==> src/common/bpsp_pkg.sv <==
// Constants and types for the buck sequencing and protection block
`default_nettype none

package bpsp_pkg;

    ////////////////////////////////////////////////////////////////////////
    // Clock and timing
    localparam int unsigned CLK_KHZ = 20000;
    localparam int unsigned CLK_NS = 50;
    localparam int unsigned OSC_KHZ = 750;
    localparam int unsigned OSC_DIV = CLK_KHZ / OSC_KHZ;
    localparam int OSC_W = 5;
    localparam int unsigned SYNC_MIN_KHZ = 500;
    localparam int unsigned SYNC_MISS_EDGES = 4;
    localparam int unsigned SYNC_MISS_CYC = SYNC_MISS_EDGES * (CLK_KHZ / SYNC_MIN_KHZ);
    localparam int MISS_W = 8;
    localparam int unsigned DEAD_NS = 100;
    localparam int unsigned DEAD_CYC = (DEAD_NS + CLK_NS - 1) / CLK_NS;
    localparam int DEAD_W = 2;
    localparam int unsigned RST_HOLD_MS = 25;
    localparam int unsigned RST_HOLD_CYC = RST_HOLD_MS * CLK_KHZ;
    localparam int RST_CNT_W = 20;

    ////////////////////////////////////////////////////////////////////////
    // Sequencing and fault counts
    localparam logic [12:0] SS_CYCLES = 13'h1000;
    localparam logic [3:0] OC_TRIP = 4'hf;
    localparam logic [4:0] RESTART_TICKS = 5'h10;
    localparam logic [5:0] OV_TRIP = 6'h20;

    ////////////////////////////////////////////////////////////////////////
    // Pin input vector positions
    localparam int PIN_EN = 0;
    localparam int PIN_LOCK = 1;
    localparam int PIN_HI = 2;
    localparam int PIN_LO = 3;
    localparam int PIN_SYNC = 4;
    localparam int PIN_ILIM = 5;
    localparam int PIN_OC = 6;
    localparam int PIN_OV = 7;
    localparam int PIN_WIN = 8;
    localparam int PIN_BOR = 9;
    localparam int PIN_N = 10;

    typedef enum logic [1:0] {
        LVL_LOW = 2'h0,
        LVL_MID = 2'h1,
        LVL_UPPER = 2'h2
    } bpsp_level_e;

    // Gray along off, high, dead, low
    typedef enum logic [1:0] {
        PH_OFF = 2'h0,
        PH_HIGH = 2'h1,
        PH_DEAD = 2'h3,
        PH_LOW = 2'h2
    } bpsp_phase_e;

endpackage : bpsp_pkg

`default_nettype wire

==> src/common/bpsp_clk_if.sv <==
// Switching clock selection signals between core and clock selector
`timescale 1ns/1ns
`default_nettype none

interface bpsp_clk_if;
    logic run;
    logic sync_edge;
    logic tick;
    logic sync_mode;
    modport core (output run, output sync_edge, input tick, input sync_mode);
    modport clk_sel (input run, input sync_edge, output tick, output sync_mode);
endinterface : bpsp_clk_if

`default_nettype wire

==> src/design/bpsp_clk_sel.sv <==
// Internal oscillator divider and external sync selection
`timescale 1ns/1ns
`default_nettype none

module bpsp_clk_sel
    import bpsp_pkg::*;
(
    input wire logic clk_in,
    input wire logic rst_n_in,
    bpsp_clk_if.clk_sel cs
);

    logic [OSC_W-1:0] osc_q, osc_d;
    logic [MISS_W-1:0] miss_q, miss_d;
    logic mode_q, mode_d;
    logic tick_q, tick_d;

    always_comb begin
        osc_d = osc_q;
        miss_d = miss_q;
        mode_d = mode_q;
        tick_d = 1'b0;
        if (!cs.run) begin
            // Oscillator stopped in shutdown
            osc_d = '0;
            miss_d = '0;
            mode_d = 1'b0;
        end else if (cs.sync_edge) begin
            osc_d = '0;
            miss_d = '0;
            mode_d = 1'b1;
            tick_d = 1'b1;
        end else if (mode_q) begin
            if (miss_q == MISS_W'(SYNC_MISS_CYC - 1)) begin
                // Fall back with an immediate tick so no cycle is lost
                mode_d = 1'b0;
                miss_d = '0;
                osc_d = '0;
                tick_d = 1'b1;
            end else begin
                miss_d = miss_q + 8'h01;
            end
        end else if (osc_q == OSC_W'(OSC_DIV - 1)) begin
            osc_d = '0;
            tick_d = 1'b1;
        end else begin
            osc_d = osc_q + 5'h01;
        end
    end

    always_ff @(posedge clk_in or negedge rst_n_in) begin
        if (!rst_n_in) begin
            osc_q <= '0;
            miss_q <= '0;
            mode_q <= 1'b0;
            tick_q <= 1'b0;
        end else begin
            osc_q <= osc_d;
            miss_q <= miss_d;
            mode_q <= mode_d;
            tick_q <= tick_d;
        end
    end

    assign cs.tick = tick_q;
    assign cs.sync_mode = mode_q;

    ////////////////////////////////////////////////////////////////////////
    chk_internal_tick:
    assert property (@(posedge clk_in) disable iff (!rst_n_in)
        (cs.run && !mode_q && !cs.sync_edge && osc_q == OSC_W'(OSC_DIV - 1)) |=> tick_q && !mode_q)
        else $error("internal oscillator tick missing");
    chk_sync_lock:
    assert property (@(posedge clk_in) disable iff (!rst_n_in)
        (cs.run && cs.sync_edge) |=> tick_q && mode_q ##1 !tick_q)
        else $error("sync edge did not start a cycle");
    chk_sync_fallback:
    assert property (@(posedge clk_in) disable iff (!rst_n_in)
        (cs.run && mode_q && !cs.sync_edge && miss_q == MISS_W'(SYNC_MISS_CYC - 1)) |=> !mode_q && tick_q)
        else $error("no fallback after missing sync edges");
    chk_stop_osc:
    assert property (@(posedge clk_in) disable iff (!rst_n_in)
        !cs.run |=> !tick_q && !mode_q)
        else $error("oscillator running in shutdown");

endmodule : bpsp_clk_sel

`default_nettype wire

==> src/design/bpsp_top.sv <==
// Buck regulator sequencing, switch timing and protection core
`timescale 1ns/1ns
`default_nettype none

module bpsp_top
    import bpsp_pkg::*;
#(
    parameter int unsigned RST_HOLD_CYCLES = RST_HOLD_CYC
) (
    input wire logic clk_in,
    input wire logic resetn_in,
    input wire logic enable_in,
    input wire logic supply_lockout_in,
    input wire logic output_level_select_hi_in,
    input wire logic output_level_select_lo_in,
    input wire logic sync_in,
    input wire logic current_limit_in,
    input wire logic overcurrent_in,
    input wire logic overvoltage_in,
    input wire logic output_feedback_ok_in,
    input wire logic supply_below_reset_in,
    output logic [1:0] output_setting_out,
    output logic high_side_on_out,
    output logic low_side_on_out,
    output logic [11:0] soft_start_ramp_out,
    output logic reference_direct_out,
    output logic converter_active_out,
    output logic sync_locked_out,
    output logic regulation_ok_out,
    output logic regulation_ok_pin_out,
    output logic regulation_ok_oe_n_out,
    output logic supervisor_reset_n_out
);

    ////////////////////////////////////////////////////////////////////////
    // Reset release
    logic [1:0] rst_sync_q;
    logic rst_n;

    always_ff @(posedge clk_in or negedge resetn_in) begin
        if (!resetn_in) begin
            rst_sync_q <= 2'b00;
        end else begin
            rst_sync_q <= {rst_sync_q[0], 1'b1};
        end
    end
    assign rst_n = rst_sync_q[1];

    ////////////////////////////////////////////////////////////////////////
    // Declarations
    bpsp_clk_if cs ();

    logic [PIN_N-1:0] pins;
    logic [PIN_N-1:0] s1_q, s2_q, s3_q;
    logic [PIN_N-1:0] filt_q, filt_d;
    logic sync_edge_q, sync_edge_d;
    bpsp_level_e lvl_q, lvl_d;
    bpsp_phase_e phase_q, phase_d;
    logic [DEAD_W-1:0] dead_q, dead_d;
    logic [12:0] ss_cnt_q, ss_cnt_d;
    logic [3:0] oc_cnt_q, oc_cnt_d;
    logic [5:0] ov_cnt_q, ov_cnt_d;
    logic restart_q, restart_d;
    logic [4:0] rwait_q, rwait_d;
    logic hs_q, hs_d, ls_q, ls_d;
    logic [11:0] ramp_q, ramp_d;
    logic ref_q, ref_d;
    logic reg_ok_q, reg_ok_d;
    logic [RST_CNT_W-1:0] rcnt_q, rcnt_d;
    logic rstn_q, rstn_d;
    logic run, cnt_en, tick, oc_trip, ov_trip, sw_ok;

    assign pins = {supply_below_reset_in, output_feedback_ok_in, overvoltage_in, overcurrent_in,
                   current_limit_in, sync_in, output_level_select_lo_in, output_level_select_hi_in,
                   supply_lockout_in, enable_in};

    // Lockout stops the converter, the reset output does not
    assign run = filt_q[PIN_EN] & ~filt_q[PIN_LOCK];
    assign cnt_en = run & ~restart_q;
    assign tick = cs.tick;
    assign cs.run = run;
    assign cs.sync_edge = sync_edge_q;

    bpsp_clk_sel u_clk_sel (
        .clk_in(clk_in),
        .rst_n_in(rst_n),
        .cs(cs)
    );

    ////////////////////////////////////////////////////////////////////////
    // Next state
    always_comb begin
        // A pin change counts once second and third stages agree
        filt_d = (s2_q & s3_q) | (filt_q & (s2_q ^ s3_q));
        sync_edge_d = filt_d[PIN_SYNC] & ~filt_q[PIN_SYNC];

        // Both levels at once is not a legal pin state; middle is safest
        case ({filt_q[PIN_HI], filt_q[PIN_LO]})
            2'b10: lvl_d = LVL_UPPER;
            2'b01: lvl_d = LVL_LOW;
            default: lvl_d = LVL_MID;
        endcase

        ss_cnt_d = ss_cnt_q;
        oc_cnt_d = oc_cnt_q;
        ov_cnt_d = ov_cnt_q;
        restart_d = restart_q;
        rwait_d = rwait_q;
        oc_trip = 1'b0;
        ov_trip = 1'b0;
        if (!run) begin
            ss_cnt_d = '0;
            oc_cnt_d = '0;
            ov_cnt_d = '0;
            restart_d = 1'b0;
            rwait_d = '0;
        end else if (tick) begin
            if (restart_q) begin
                if (rwait_q == RESTART_TICKS - 5'h01) begin
                    restart_d = 1'b0;
                    oc_cnt_d = '0;
                end
                rwait_d = rwait_q + 5'h01;
            end else begin
                if (filt_q[PIN_OC]) begin
                    if (oc_cnt_q != OC_TRIP) begin
                        oc_cnt_d = oc_cnt_q + 4'h1;
                    end
                end else if (oc_cnt_q != 4'h0) begin
                    oc_cnt_d = oc_cnt_q - 4'h1;
                end
                if (oc_cnt_d == OC_TRIP) begin
                    oc_trip = 1'b1;
                    restart_d = 1'b1;
                    rwait_d = '0;
                end
                ov_cnt_d = filt_q[PIN_OV] ? ov_cnt_q + 6'h01 : 6'h00;
                if (ov_cnt_d == OV_TRIP) begin
                    ov_trip = 1'b1;
                    ov_cnt_d = '0;
                end
                if (oc_trip || ov_trip) begin
                    ss_cnt_d = '0;
                end else if (ss_cnt_q != SS_CYCLES) begin
                    // Counts switching cycles, so time scales with frequency
                    ss_cnt_d = ss_cnt_q + 13'h0001;
                end
            end
        end

        sw_ok = cnt_en & ~oc_trip & ~ov_trip;
        phase_d = phase_q;
        dead_d = dead_q;
        if (!sw_ok) begin
            phase_d = PH_OFF;
        end else if (tick) begin
            phase_d = PH_HIGH;
        end else begin
            case (phase_q)
                PH_HIGH: begin
                    if (filt_q[PIN_ILIM]) begin
                        phase_d = PH_DEAD;
                        dead_d = DEAD_W'(DEAD_CYC - 1);
                    end
                end
                PH_DEAD: begin
                    // Both switches off to avoid shoot-through
                    if (dead_q == '0) begin
                        phase_d = PH_LOW;
                    end else begin
                        dead_d = dead_q - 2'h1;
                    end
                end
                default: begin
                    phase_d = phase_q;
                end
            endcase
        end
        hs_d = (phase_d == PH_HIGH);
        ls_d = (phase_d == PH_LOW);

        ramp_d = ss_cnt_d[12] ? 12'hfff : ss_cnt_d[11:0];
        ref_d = (ss_cnt_d == SS_CYCLES);
        reg_ok_d = run & filt_q[PIN_WIN];

        rcnt_d = rcnt_q;
        rstn_d = rstn_q;
        if (filt_q[PIN_BOR]) begin
            rcnt_d = '0;
            rstn_d = 1'b0;
        end else if (rcnt_q != RST_CNT_W'(RST_HOLD_CYCLES - 1)) begin
            rcnt_d = rcnt_q + 20'h00001;
            rstn_d = 1'b0;
        end else begin
            rstn_d = 1'b1;
        end
    end

    ////////////////////////////////////////////////////////////////////////
    // Registers
    always_ff @(posedge clk_in or negedge rst_n) begin
        if (!rst_n) begin
            s1_q <= '0;
            s2_q <= '0;
            s3_q <= '0;
            filt_q <= '0;
            sync_edge_q <= 1'b0;
            lvl_q <= LVL_MID;
            phase_q <= PH_OFF;
            dead_q <= '0;
            ss_cnt_q <= '0;
            oc_cnt_q <= '0;
            ov_cnt_q <= '0;
            restart_q <= 1'b0;
            rwait_q <= '0;
            hs_q <= 1'b0;
            ls_q <= 1'b0;
            ramp_q <= '0;
            ref_q <= 1'b0;
            reg_ok_q <= 1'b0;
            rcnt_q <= '0;
            rstn_q <= 1'b0;
        end else begin
            s1_q <= pins;
            s2_q <= s1_q;
            s3_q <= s2_q;
            filt_q <= filt_d;
            sync_edge_q <= sync_edge_d;
            lvl_q <= lvl_d;
            phase_q <= phase_d;
            dead_q <= dead_d;
            ss_cnt_q <= ss_cnt_d;
            oc_cnt_q <= oc_cnt_d;
            ov_cnt_q <= ov_cnt_d;
            restart_q <= restart_d;
            rwait_q <= rwait_d;
            hs_q <= hs_d;
            ls_q <= ls_d;
            ramp_q <= ramp_d;
            ref_q <= ref_d;
            reg_ok_q <= reg_ok_d;
            rcnt_q <= rcnt_d;
            rstn_q <= rstn_d;
        end
    end

    assign output_setting_out = lvl_q;
    assign high_side_on_out = hs_q;
    assign low_side_on_out = ls_q;
    assign soft_start_ramp_out = ramp_q;
    assign reference_direct_out = ref_q;
    assign converter_active_out = run;
    assign sync_locked_out = cs.sync_mode;
    assign regulation_ok_out = reg_ok_q;
    // Open drain: pulls low unless regulation is ok
    assign regulation_ok_pin_out = 1'b0;
    assign regulation_ok_oe_n_out = reg_ok_q;
    assign supervisor_reset_n_out = rstn_q;

    ////////////////////////////////////////////////////////////////////////
    // Checks
    chk_level_upper:
    assert property (@(posedge clk_in) disable iff (!rst_n)
        (filt_q[PIN_HI] && !filt_q[PIN_LO]) |=> lvl_q == LVL_UPPER)
        else $error("upper level not decoded");
    chk_dead_gap:
    assert property (@(posedge clk_in) disable iff (!rst_n)
        $fell(hs_q) |-> !ls_q ##1 !ls_q)
        else $error("low side on without dead time");
    chk_ss_complete:
    assert property (@(posedge clk_in) disable iff (!rst_n)
        $rose(ref_q) |-> ss_cnt_q == 13'h1000 && $past(ss_cnt_q) == 13'h0fff)
        else $error("reference switched before 4096 cycles");
    chk_off_when_stopped:
    assert property (@(posedge clk_in) disable iff (!rst_n)
        !run |=> !hs_q && !ls_q && ss_cnt_q == 13'h0000)
        else $error("switching while disabled or locked out");
    chk_reg_ok_low:
    assert property (@(posedge clk_in) disable iff (!rst_n)
        !run |=> !reg_ok_q && regulation_ok_oe_n_out == 1'b0)
        else $error("regulation ok high while disabled");
    chk_oc_increment:
    assert property (@(posedge clk_in) disable iff (!rst_n)
        (run && tick && !restart_q && filt_q[PIN_OC] && oc_cnt_q < 4'he) |=> oc_cnt_q == $past(oc_cnt_q) + 4'h1)
        else $error("overcurrent count did not increment");
    chk_oc_floor:
    assert property (@(posedge clk_in) disable iff (!rst_n)
        (run && tick && !restart_q && !filt_q[PIN_OC] && oc_cnt_q == 4'h0) |=> oc_cnt_q == 4'h0)
        else $error("overcurrent count wrapped below zero");
    chk_oc_shutdown:
    assert property (@(posedge clk_in) disable iff (!rst_n)
        (run && tick && !restart_q && filt_q[PIN_OC] && oc_cnt_q == 4'he)
            |=> restart_q && !hs_q && ss_cnt_q == 13'h0)
        else $error("no shutdown at full overcurrent count");
    chk_oc_restart:
    assert property (@(posedge clk_in) disable iff (!rst_n)
        (run && tick && restart_q && rwait_q == 5'h0f) |=> !restart_q && oc_cnt_q == 4'h0 && ss_cnt_q == 13'h0)
        else $error("restart not after 16 cycles");
    chk_ov_trip:
    assert property (@(posedge clk_in) disable iff (!rst_n)
        (run && tick && !restart_q && filt_q[PIN_OV] && ov_cnt_q == 6'h1f)
            |=> !hs_q && ss_cnt_q == 13'h0 && ov_cnt_q == 6'h0)
        else $error("overvoltage did not stop switching");
    chk_reset_low:
    assert property (@(posedge clk_in) disable iff (!rst_n)
        filt_q[PIN_BOR] |=> !rstn_q ##1 !rstn_q)
        else $error("reset output released too early");
    chk_fault_clear:
    assert property (@(posedge clk_in) disable iff (!rst_n)
        !run |=> oc_cnt_q == 4'h0 && ov_cnt_q == 6'h00 && !restart_q)
        else $error("fault counters not cleared when stopped");

endmodule : bpsp_top

`default_nettype wire

==> config.mk <==
export PLATFORM = sky130hd
export DESIGN_NAME = bpsp_top
export DESIGN_NICKNAME = d
export VERILOG_FILES = /design/src/common/bpsp_pkg.sv /design/src/common/bpsp_clk_if.sv /design/src/design/bpsp_clk_sel.sv /design/src/design/bpsp_top.sv
export SDC_FILE = /design/constraint.sdc
export NUM_CORES = 1
export LEC_CHECK = 0
export ABC_CLOCK_PERIOD_IN_PS = 5500
export BUFFER_PORTS_ARGS = -buffer_cell sky130_fd_sc_hd__buf_2
export CORE_MARGIN = 5
export CORE_UTILIZATION = 50
export CTS_CLUSTER_SIZE = 20
export DETAILED_ROUTE_END_ITERATION = 10
export GPL_TIMING_DRIVEN = 0
export HOLD_SLACK_MARGIN = 0.05
export PLACE_DENSITY = 0.75
export RECOVER_POWER = 50
export SLEW_MARGIN = 20
export SYNTH_ARGS = -nofsm -noshare
export SYNTH_HDL_FRONTEND = slang
export SYNTH_HIERARCHICAL = 1
export SYNTH_SLANG_ARGS = --single-unit
export TNS_END_PERCENT = 1
==> constraint.sdc <==
create_clock -name clk_in -period 5.5 [get_ports clk_in]
set_clock_uncertainty 0.05 [all_clocks]
set_input_delay 0.55 -clock clk_in [delete_from_list [all_inputs] [get_ports clk_in]]
set_output_delay 0.55 -clock clk_in [all_outputs]
set_load 0.01 [all_outputs]
---- Word-level counts from Yosys, hierarchy flattened ----
Index checks and enable logic that the tools add are counted.
operators by class
  multipliers ............................. 0
  div/mod/pow operators ................... 0
  equality and inequality tests ........... 23
  add/subtract/negate cells ............... 9
  multiplexer cells ....................... 74
  reductions and logical operators ........ 9
  shifts and indexed selects .............. 0
  magnitude comparators ................... 0
  bitwise operators ....................... 16
operator list
  kind                     count
  $mux W13                 5
  $mux W5                  9
  $mux W20                 2
  $mux W4                  10
  $mux W8                  4
  $mux W6                  5
  $mux W1                  29
  $add A20 B1 Y20 const B  1
  $and A10 B10 Y10         2
  $ne A20 B19 Y1 const B   1
  $add A13 B1 Y13 const B  1
  $eq A13 B13 Y1 const B   1
  $ne A13 B13 Y1 const B   1
  $mux W12                 1
  $mux W2                  6
  $pmux W2 S2              3
  $add A5 B1 Y5 const B    2
  $or A10 B10 Y10          1
  $xor A10 B10 Y10         1
  $ne A3 B2 Y1 const B     3
  $add A8 B1 Y8 const B    1
  $eq A8 B8 Y1 const B     1
  $ne A4 B4 Y1 const B     2
  $add A6 B1 Y6 const B    1
  19 further kinds         38
word-level totals
  bits in writable memories ............... 0
  memory bits (read-only) ................. 0
  memories kept ........................... 0
  register bits after elaboration ......... 130
  logic and storage cells ................. 156
  output and inout port bits .............. 23
  bits in latches ......................... 0

---- Longest topological paths before layout ----
  depth after elaboration ................. 19
  mapped depth ............................ 11

---- Cells and area by module ----
The synthesis kept the hierarchy.
by module, submodules not included
  module        area each (um^2)  cells each  times used
  bpsp_top      5093.6            489         1
  bpsp_clk_sel  782.0             79          1

---- Worst setup path after synthesis ----
OpenSTA, ideal clock, no wires.
  kind .................................... register to register
  start point ............................. register oc_cnt_q[0]
  end point ............................... register ramp_q[9] (netlist: soft_start_ramp_out[9])
  stages on the path, launching flop included .. 11
  data arrival time ....................... 2425 ps
  path slack .............................. 2885 ps
  cell sequence ........................... dfrtp_1 inv_1 ha_1 or3b_1 a22oi_1 o221ai_2 o22ai_2 o31ai_2 a22oi_1 buf_2 nand3_1
between the ends
  longest elaborated chain between the ends .. 17
  elaborated cells on any way between the ends .. 21
  those cells by class .................... add/sub (2); eq/ne (2); mux (15); reduce/logical (2)
ends and longest elaborated chain
  element                                RTL line                          text
  start: declaration                     bpsp_top.sv:61                    logic [3:0] oc_cnt_q, oc_cnt_d;
  start signal: assignment               bpsp_top.sv:233                   oc_cnt_q <= oc_cnt_d;
  $sub A4 B1 Y4 (tied with other cells)  bpsp_top.sv:130                   oc_cnt_d = oc_cnt_q - 4'h1;
  $mux W4 (on tied branches)             bpsp_top.sv:129, bpsp_top.sv:126
  $mux W4 (*)                            bpsp_top.sv:125                   if (filt_q[PIN_OC]) begin
  $mux W4 (*)                            bpsp_top.sv:118                   if (restart_q) begin
  $mux W4 (*)                            bpsp_top.sv:117                   end else if (tick) begin
  $mux W4 (*)                            bpsp_top.sv:111                   if (!run) begin
  $eq A4 B4 Y1 (*)                       bpsp_top.sv:132                   if (oc_cnt_d == OC_TRIP) begin
  $mux W1 (*)                            bpsp_top.sv:132
  [2 not listed]                         -
  $mux W1 (*)                            bpsp_top.sv:111
  $logic_or A1 B1 Y1 (*)                 bpsp_top.sv:142                   if (oc_trip || ov_trip) begin
  $mux W13 (*)                           bpsp_top.sv:142
  $mux W13 (*)                           bpsp_top.sv:118
  $mux W13 (*)                           bpsp_top.sv:117
  $mux W13 (*)                           bpsp_top.sv:111
  $mux W12 (*)                           bpsp_top.sv:182                   ramp_d = ss_cnt_d[12] ? 12'hfff : ss_cnt_d[11:0];
  net ramp_d[9]                          bpsp_top.sv:66                    logic [11:0] ramp_q, ramp_d;
  end signal: assignment                 bpsp_top.sv:239                   ramp_q <= ramp_d;
  end: declaration                       bpsp_top.sv:66
Mark *: on every way through the listed nets, which the timed path passes. The rest lies on a longest branch. The select of a mux whose other input is x is not followed.
A chain may end at the register's enable or synchronous reset.

==> impl_metrics.csv <==
group,metric,value,unit
flow_run,max_cap_viol_count,2,
pwr,power_density,326,nW/um2
clocking,cts-htree-levels,4,
worst_setup_path,crit_type,"flop to async pin",
pwr,peakVddDrop,228,uV
clocking,cts-root-buf,"clkbuf_16",
placement,hpwlAfterDp,7720,um
timing,maxSlewViolCount,83,
worst_setup_path,reg2reg_slack,2.20,ns
logic_synthesis,syn-cell-area,5880,um2
worst_setup_path,path_buf_inv,1,
timing,finalSetupTns,0,ns
worst_setup_path,arrival,3.42,ns
logic_synthesis,synth_compound_area_share,11.2,%
clocking,cts_max_path_buffers,2,
clocking,tritoncts,"done",
placement,portBuffers,33,
pwr,fin_total_pwr,2.23,mW
global_route,overflow,0,
timing,tightest_slew,1.86,ns
drt,wl_per_cell,14.9,um
worst_setup_path,critPathSlowestCell,"dfrtp_1",
timing,max_slew_margin,-24.2,%
floorplan,fp.dieH,118,um
layout,mostFrequentLayoutCell,"dfrtp_1",
drt,drc,0,
timing,whs,0.193,ns
timing,rsz0062_at_grt,"no",
global_route,grt_max_degree,49,
logic_synthesis,async_reset_ff_share,100,%
layout,design_area,6840,um2
min_path,min-delay-path-class,"input port to flop",
placement,placement.cell_area,6270,um2
logic_synthesis,synth-simple-area-share,20.5,%
logic_synthesis,ys_seq_area_share,55.4,%
worst_setup_path,worstReg2RegStart,"rst_sync_q[1]$_DFF_PN0_",
placement,gp_congestion,0.884,
floorplan,initial_core_util,51.2,%
timing,finalSetupViolations,0,
timing,fmax,303,MHz
worst_setup_path,reg2reg_depth,1,
global_route,grt_pass1_wl,20600,um
global_route,first_global_vias,4542,
layout,fin_nets,658,
layout,diodes,0,
logic_synthesis,syn_area_per_cell,10.3,um2
timing,finalHoldViolCount,0,
drt,routed_wl,11600,um
logic_synthesis,synth_top_family_by_area,"simple AND/OR/NAND/NOR gates",
floorplan,core,11500,um2
drt,antenna_left,0,
logic_synthesis,ys_ff_latch,130,
clocking,insertion_delay,0.41,ns
layout,syn2layout_area_growth,16.4,%
logic_synthesis,syn_nets,603,
outcome,status,"finished, violations left",
worst_setup_path,crit_fanout,48,
logic_synthesis,synthMuxAreaShare,1.26,%
timing,period_needed,3.30,ns
clocking,clkTransAtPathRegs,0.05,ns
logic_synthesis,yosys_warnings,6,
floorplan,die_x,118,um
layout,final-seq-area,3250,um2
clocking,cts_buffers,17,
global_route,antenna_found_initial,0,
floorplan,fp.dieArea,14000,um2
logic_synthesis,synth-edff-count,0,
timing,period_share,60.0,%
logic_synthesis,synth-main-ff-cell,"dfrtp_1",
logic_synthesis,synthCells,568,
logic_synthesis,synth_fa_ha_area_share,4.90,%
min_path,hold_depth,1,
worst_setup_path,path_delay_family,"flip-flops",
drt,vias,4357,
worst_setup_path,cp.required,5.62,ns
floorplan,rows,39,
worst_setup_path,reg2reg_to,"s1_q[7]$_DFF_PN0_",
drt,drt-initial-drc-count,217,
drt,routed_via_density,5.59,
pwr,p_leak,3.25,nW
min_path,worst_hold_path.endpoint,"s1_q[8]$_DFF_PN0_",
clocking,cts_setup_buffers,0,
layout,final_cell_mix,"dfrtp_1 (129), nor2_1 (58), nand2_1 (57), buf_2 (35)",
worst_setup_path,startpoint_type,"flop",
worst_setup_path,path_cells,"clkbuf_1",
global_route,grt_usage,17.7,%
worst_setup_path,critPathMaxStageDelay,1.60,ns
logic_synthesis,ys_types,63,
layout,drive_gt1_share,13.8,%
min_path,min_from,"output_feedback_ok_in",
layout,nFillCells,889,
worst_setup_path,endpoint_kind,"async pin",
layout,multiInputGateArea,2430,um2
drt,first_pass_iters,5,
clocking,cts.sinks,130,
outcome,violations,"capacitance limit, slew limit",
layout,post-route-util,59.6,%
logic_synthesis,yosys.area_share.xor_xnor,3.28,%
floorplan,num_io_pins,35,
synthesized netlist by cell type (9+ instances only):
library cell	number	area, um2
ha_1	23	288
inv_1	25	93.8
nand3_1	25	125
nor4_1	9	56.3
nor2_1	58	218
a21o_1	10	75.1
nor2b_1	9	56.3
nor3_1	14	70.1
dfrtp_1	129	3230
xor2_1	15	131
nand2_1	57	214
nand4_1	17	106
o21ai_0	27	135
a21oi_1	27	135
clkbuf_1	12	45.0
flip-flops by register name, indices dropped and copies added, names as in the netlist, 4 cells and up:
name / count
rcnt_q: 20
ss_cnt_q: 13
soft_start_ramp_out: 12
filt_q: 10
s1_q: 10
s2_q: 10
s3_q: 10
u_clk_sel/miss_q: 8
ov_cnt_q: 6
rwait_q: 5
u_clk_sel/osc_q: 5
oc_cnt_q: 4
timing repair:
item	4_1_cts	5_1_grt
endpoints found under the setup margin	0	0
hold buffers	1	0
endpoints found under the hold margin	2	0
gates resized for setup	0	0
area by class of cell:
cell class              instances  area share, %
multi-input cells             392           35.5
flip-flops and latches        130           47.6
repair buffers                 36           3.00
inverters                      27           1.48
well taps                     143           2.62
clock inverters                 8           1.12
plain buffers                  19           1.37
clock buffers                  24           7.34
report_power, final:
group / internal (mW) / total [mW] / switching [mW]
Sequential: 0.993 / 1.02 / 0.0292
Combinational: 0.0514 / 0.135 / 0.0836
Clock: 0.679 / 1.07 / 0.390
Total: 1.72 / 2.23 / 0.503
per-layer routing:
layer  GRT usage [%]  vias to the layer above  part of all wire (%)
li1                -                     2112                     -
met2            29.0                      106                    50
met3            4.15                       22                   4.7
met1            22.3                     2117                    44
met5               0                        -                     0
met4            8.22                        0                   1.7
through the flow:
step	cells	setup slack [ns]
after global placement	744	0.276
after floorplan	568	1.56
after global routing	779	1.39
after CTS	779	2.30
after detailed placement	746	2.36
final	779	2.20
how the worst max path moves through the flow:
stage	to	depth (start not counted)	from	slack, ns
2_1_floorplan	cs.sync_edge$_DFF_PN0_	0	rst_sync_q[1]$_DFF_PN0_	1.56
3_3_place_gp	u_clk_sel/cs.sync_mode$_DFF_PN0_	0	rst_sync_q[1]$_DFF_PN0_	0.28
3_5_place_dp	reference_direct_out$_DFF_PN0_	10	oc_cnt_q[0]$_DFFE_PN0P_	2.36
4_1_cts	reference_direct_out$_DFF_PN0_	10	oc_cnt_q[0]$_DFFE_PN0P_	2.30
5_1_grt	filt_q[7]$_DFF_PN0_	1	rst_sync_q[1]$_DFF_PN0_	1.39
6_report	s1_q[7]$_DFF_PN0_	1	rst_sync_q[1]$_DFF_PN0_	2.20
cell families (layout without fill, tap and decap cells):
kind of cell / Yosys count / in the layout
AO/OA/AOI/OAI: 101 / 101
XOR/XNOR: 22 / 22
adder cells (fa/ha/maj): 23 / 23
buffers and inverters: 46 / 114
flip-flops: 130 / 130
multiplexers: 7 / 7
other: 2 / 2
AND/OR/NAND/NOR: 237 / 237
No activity file was read; power rests on OpenSTA's default activity.
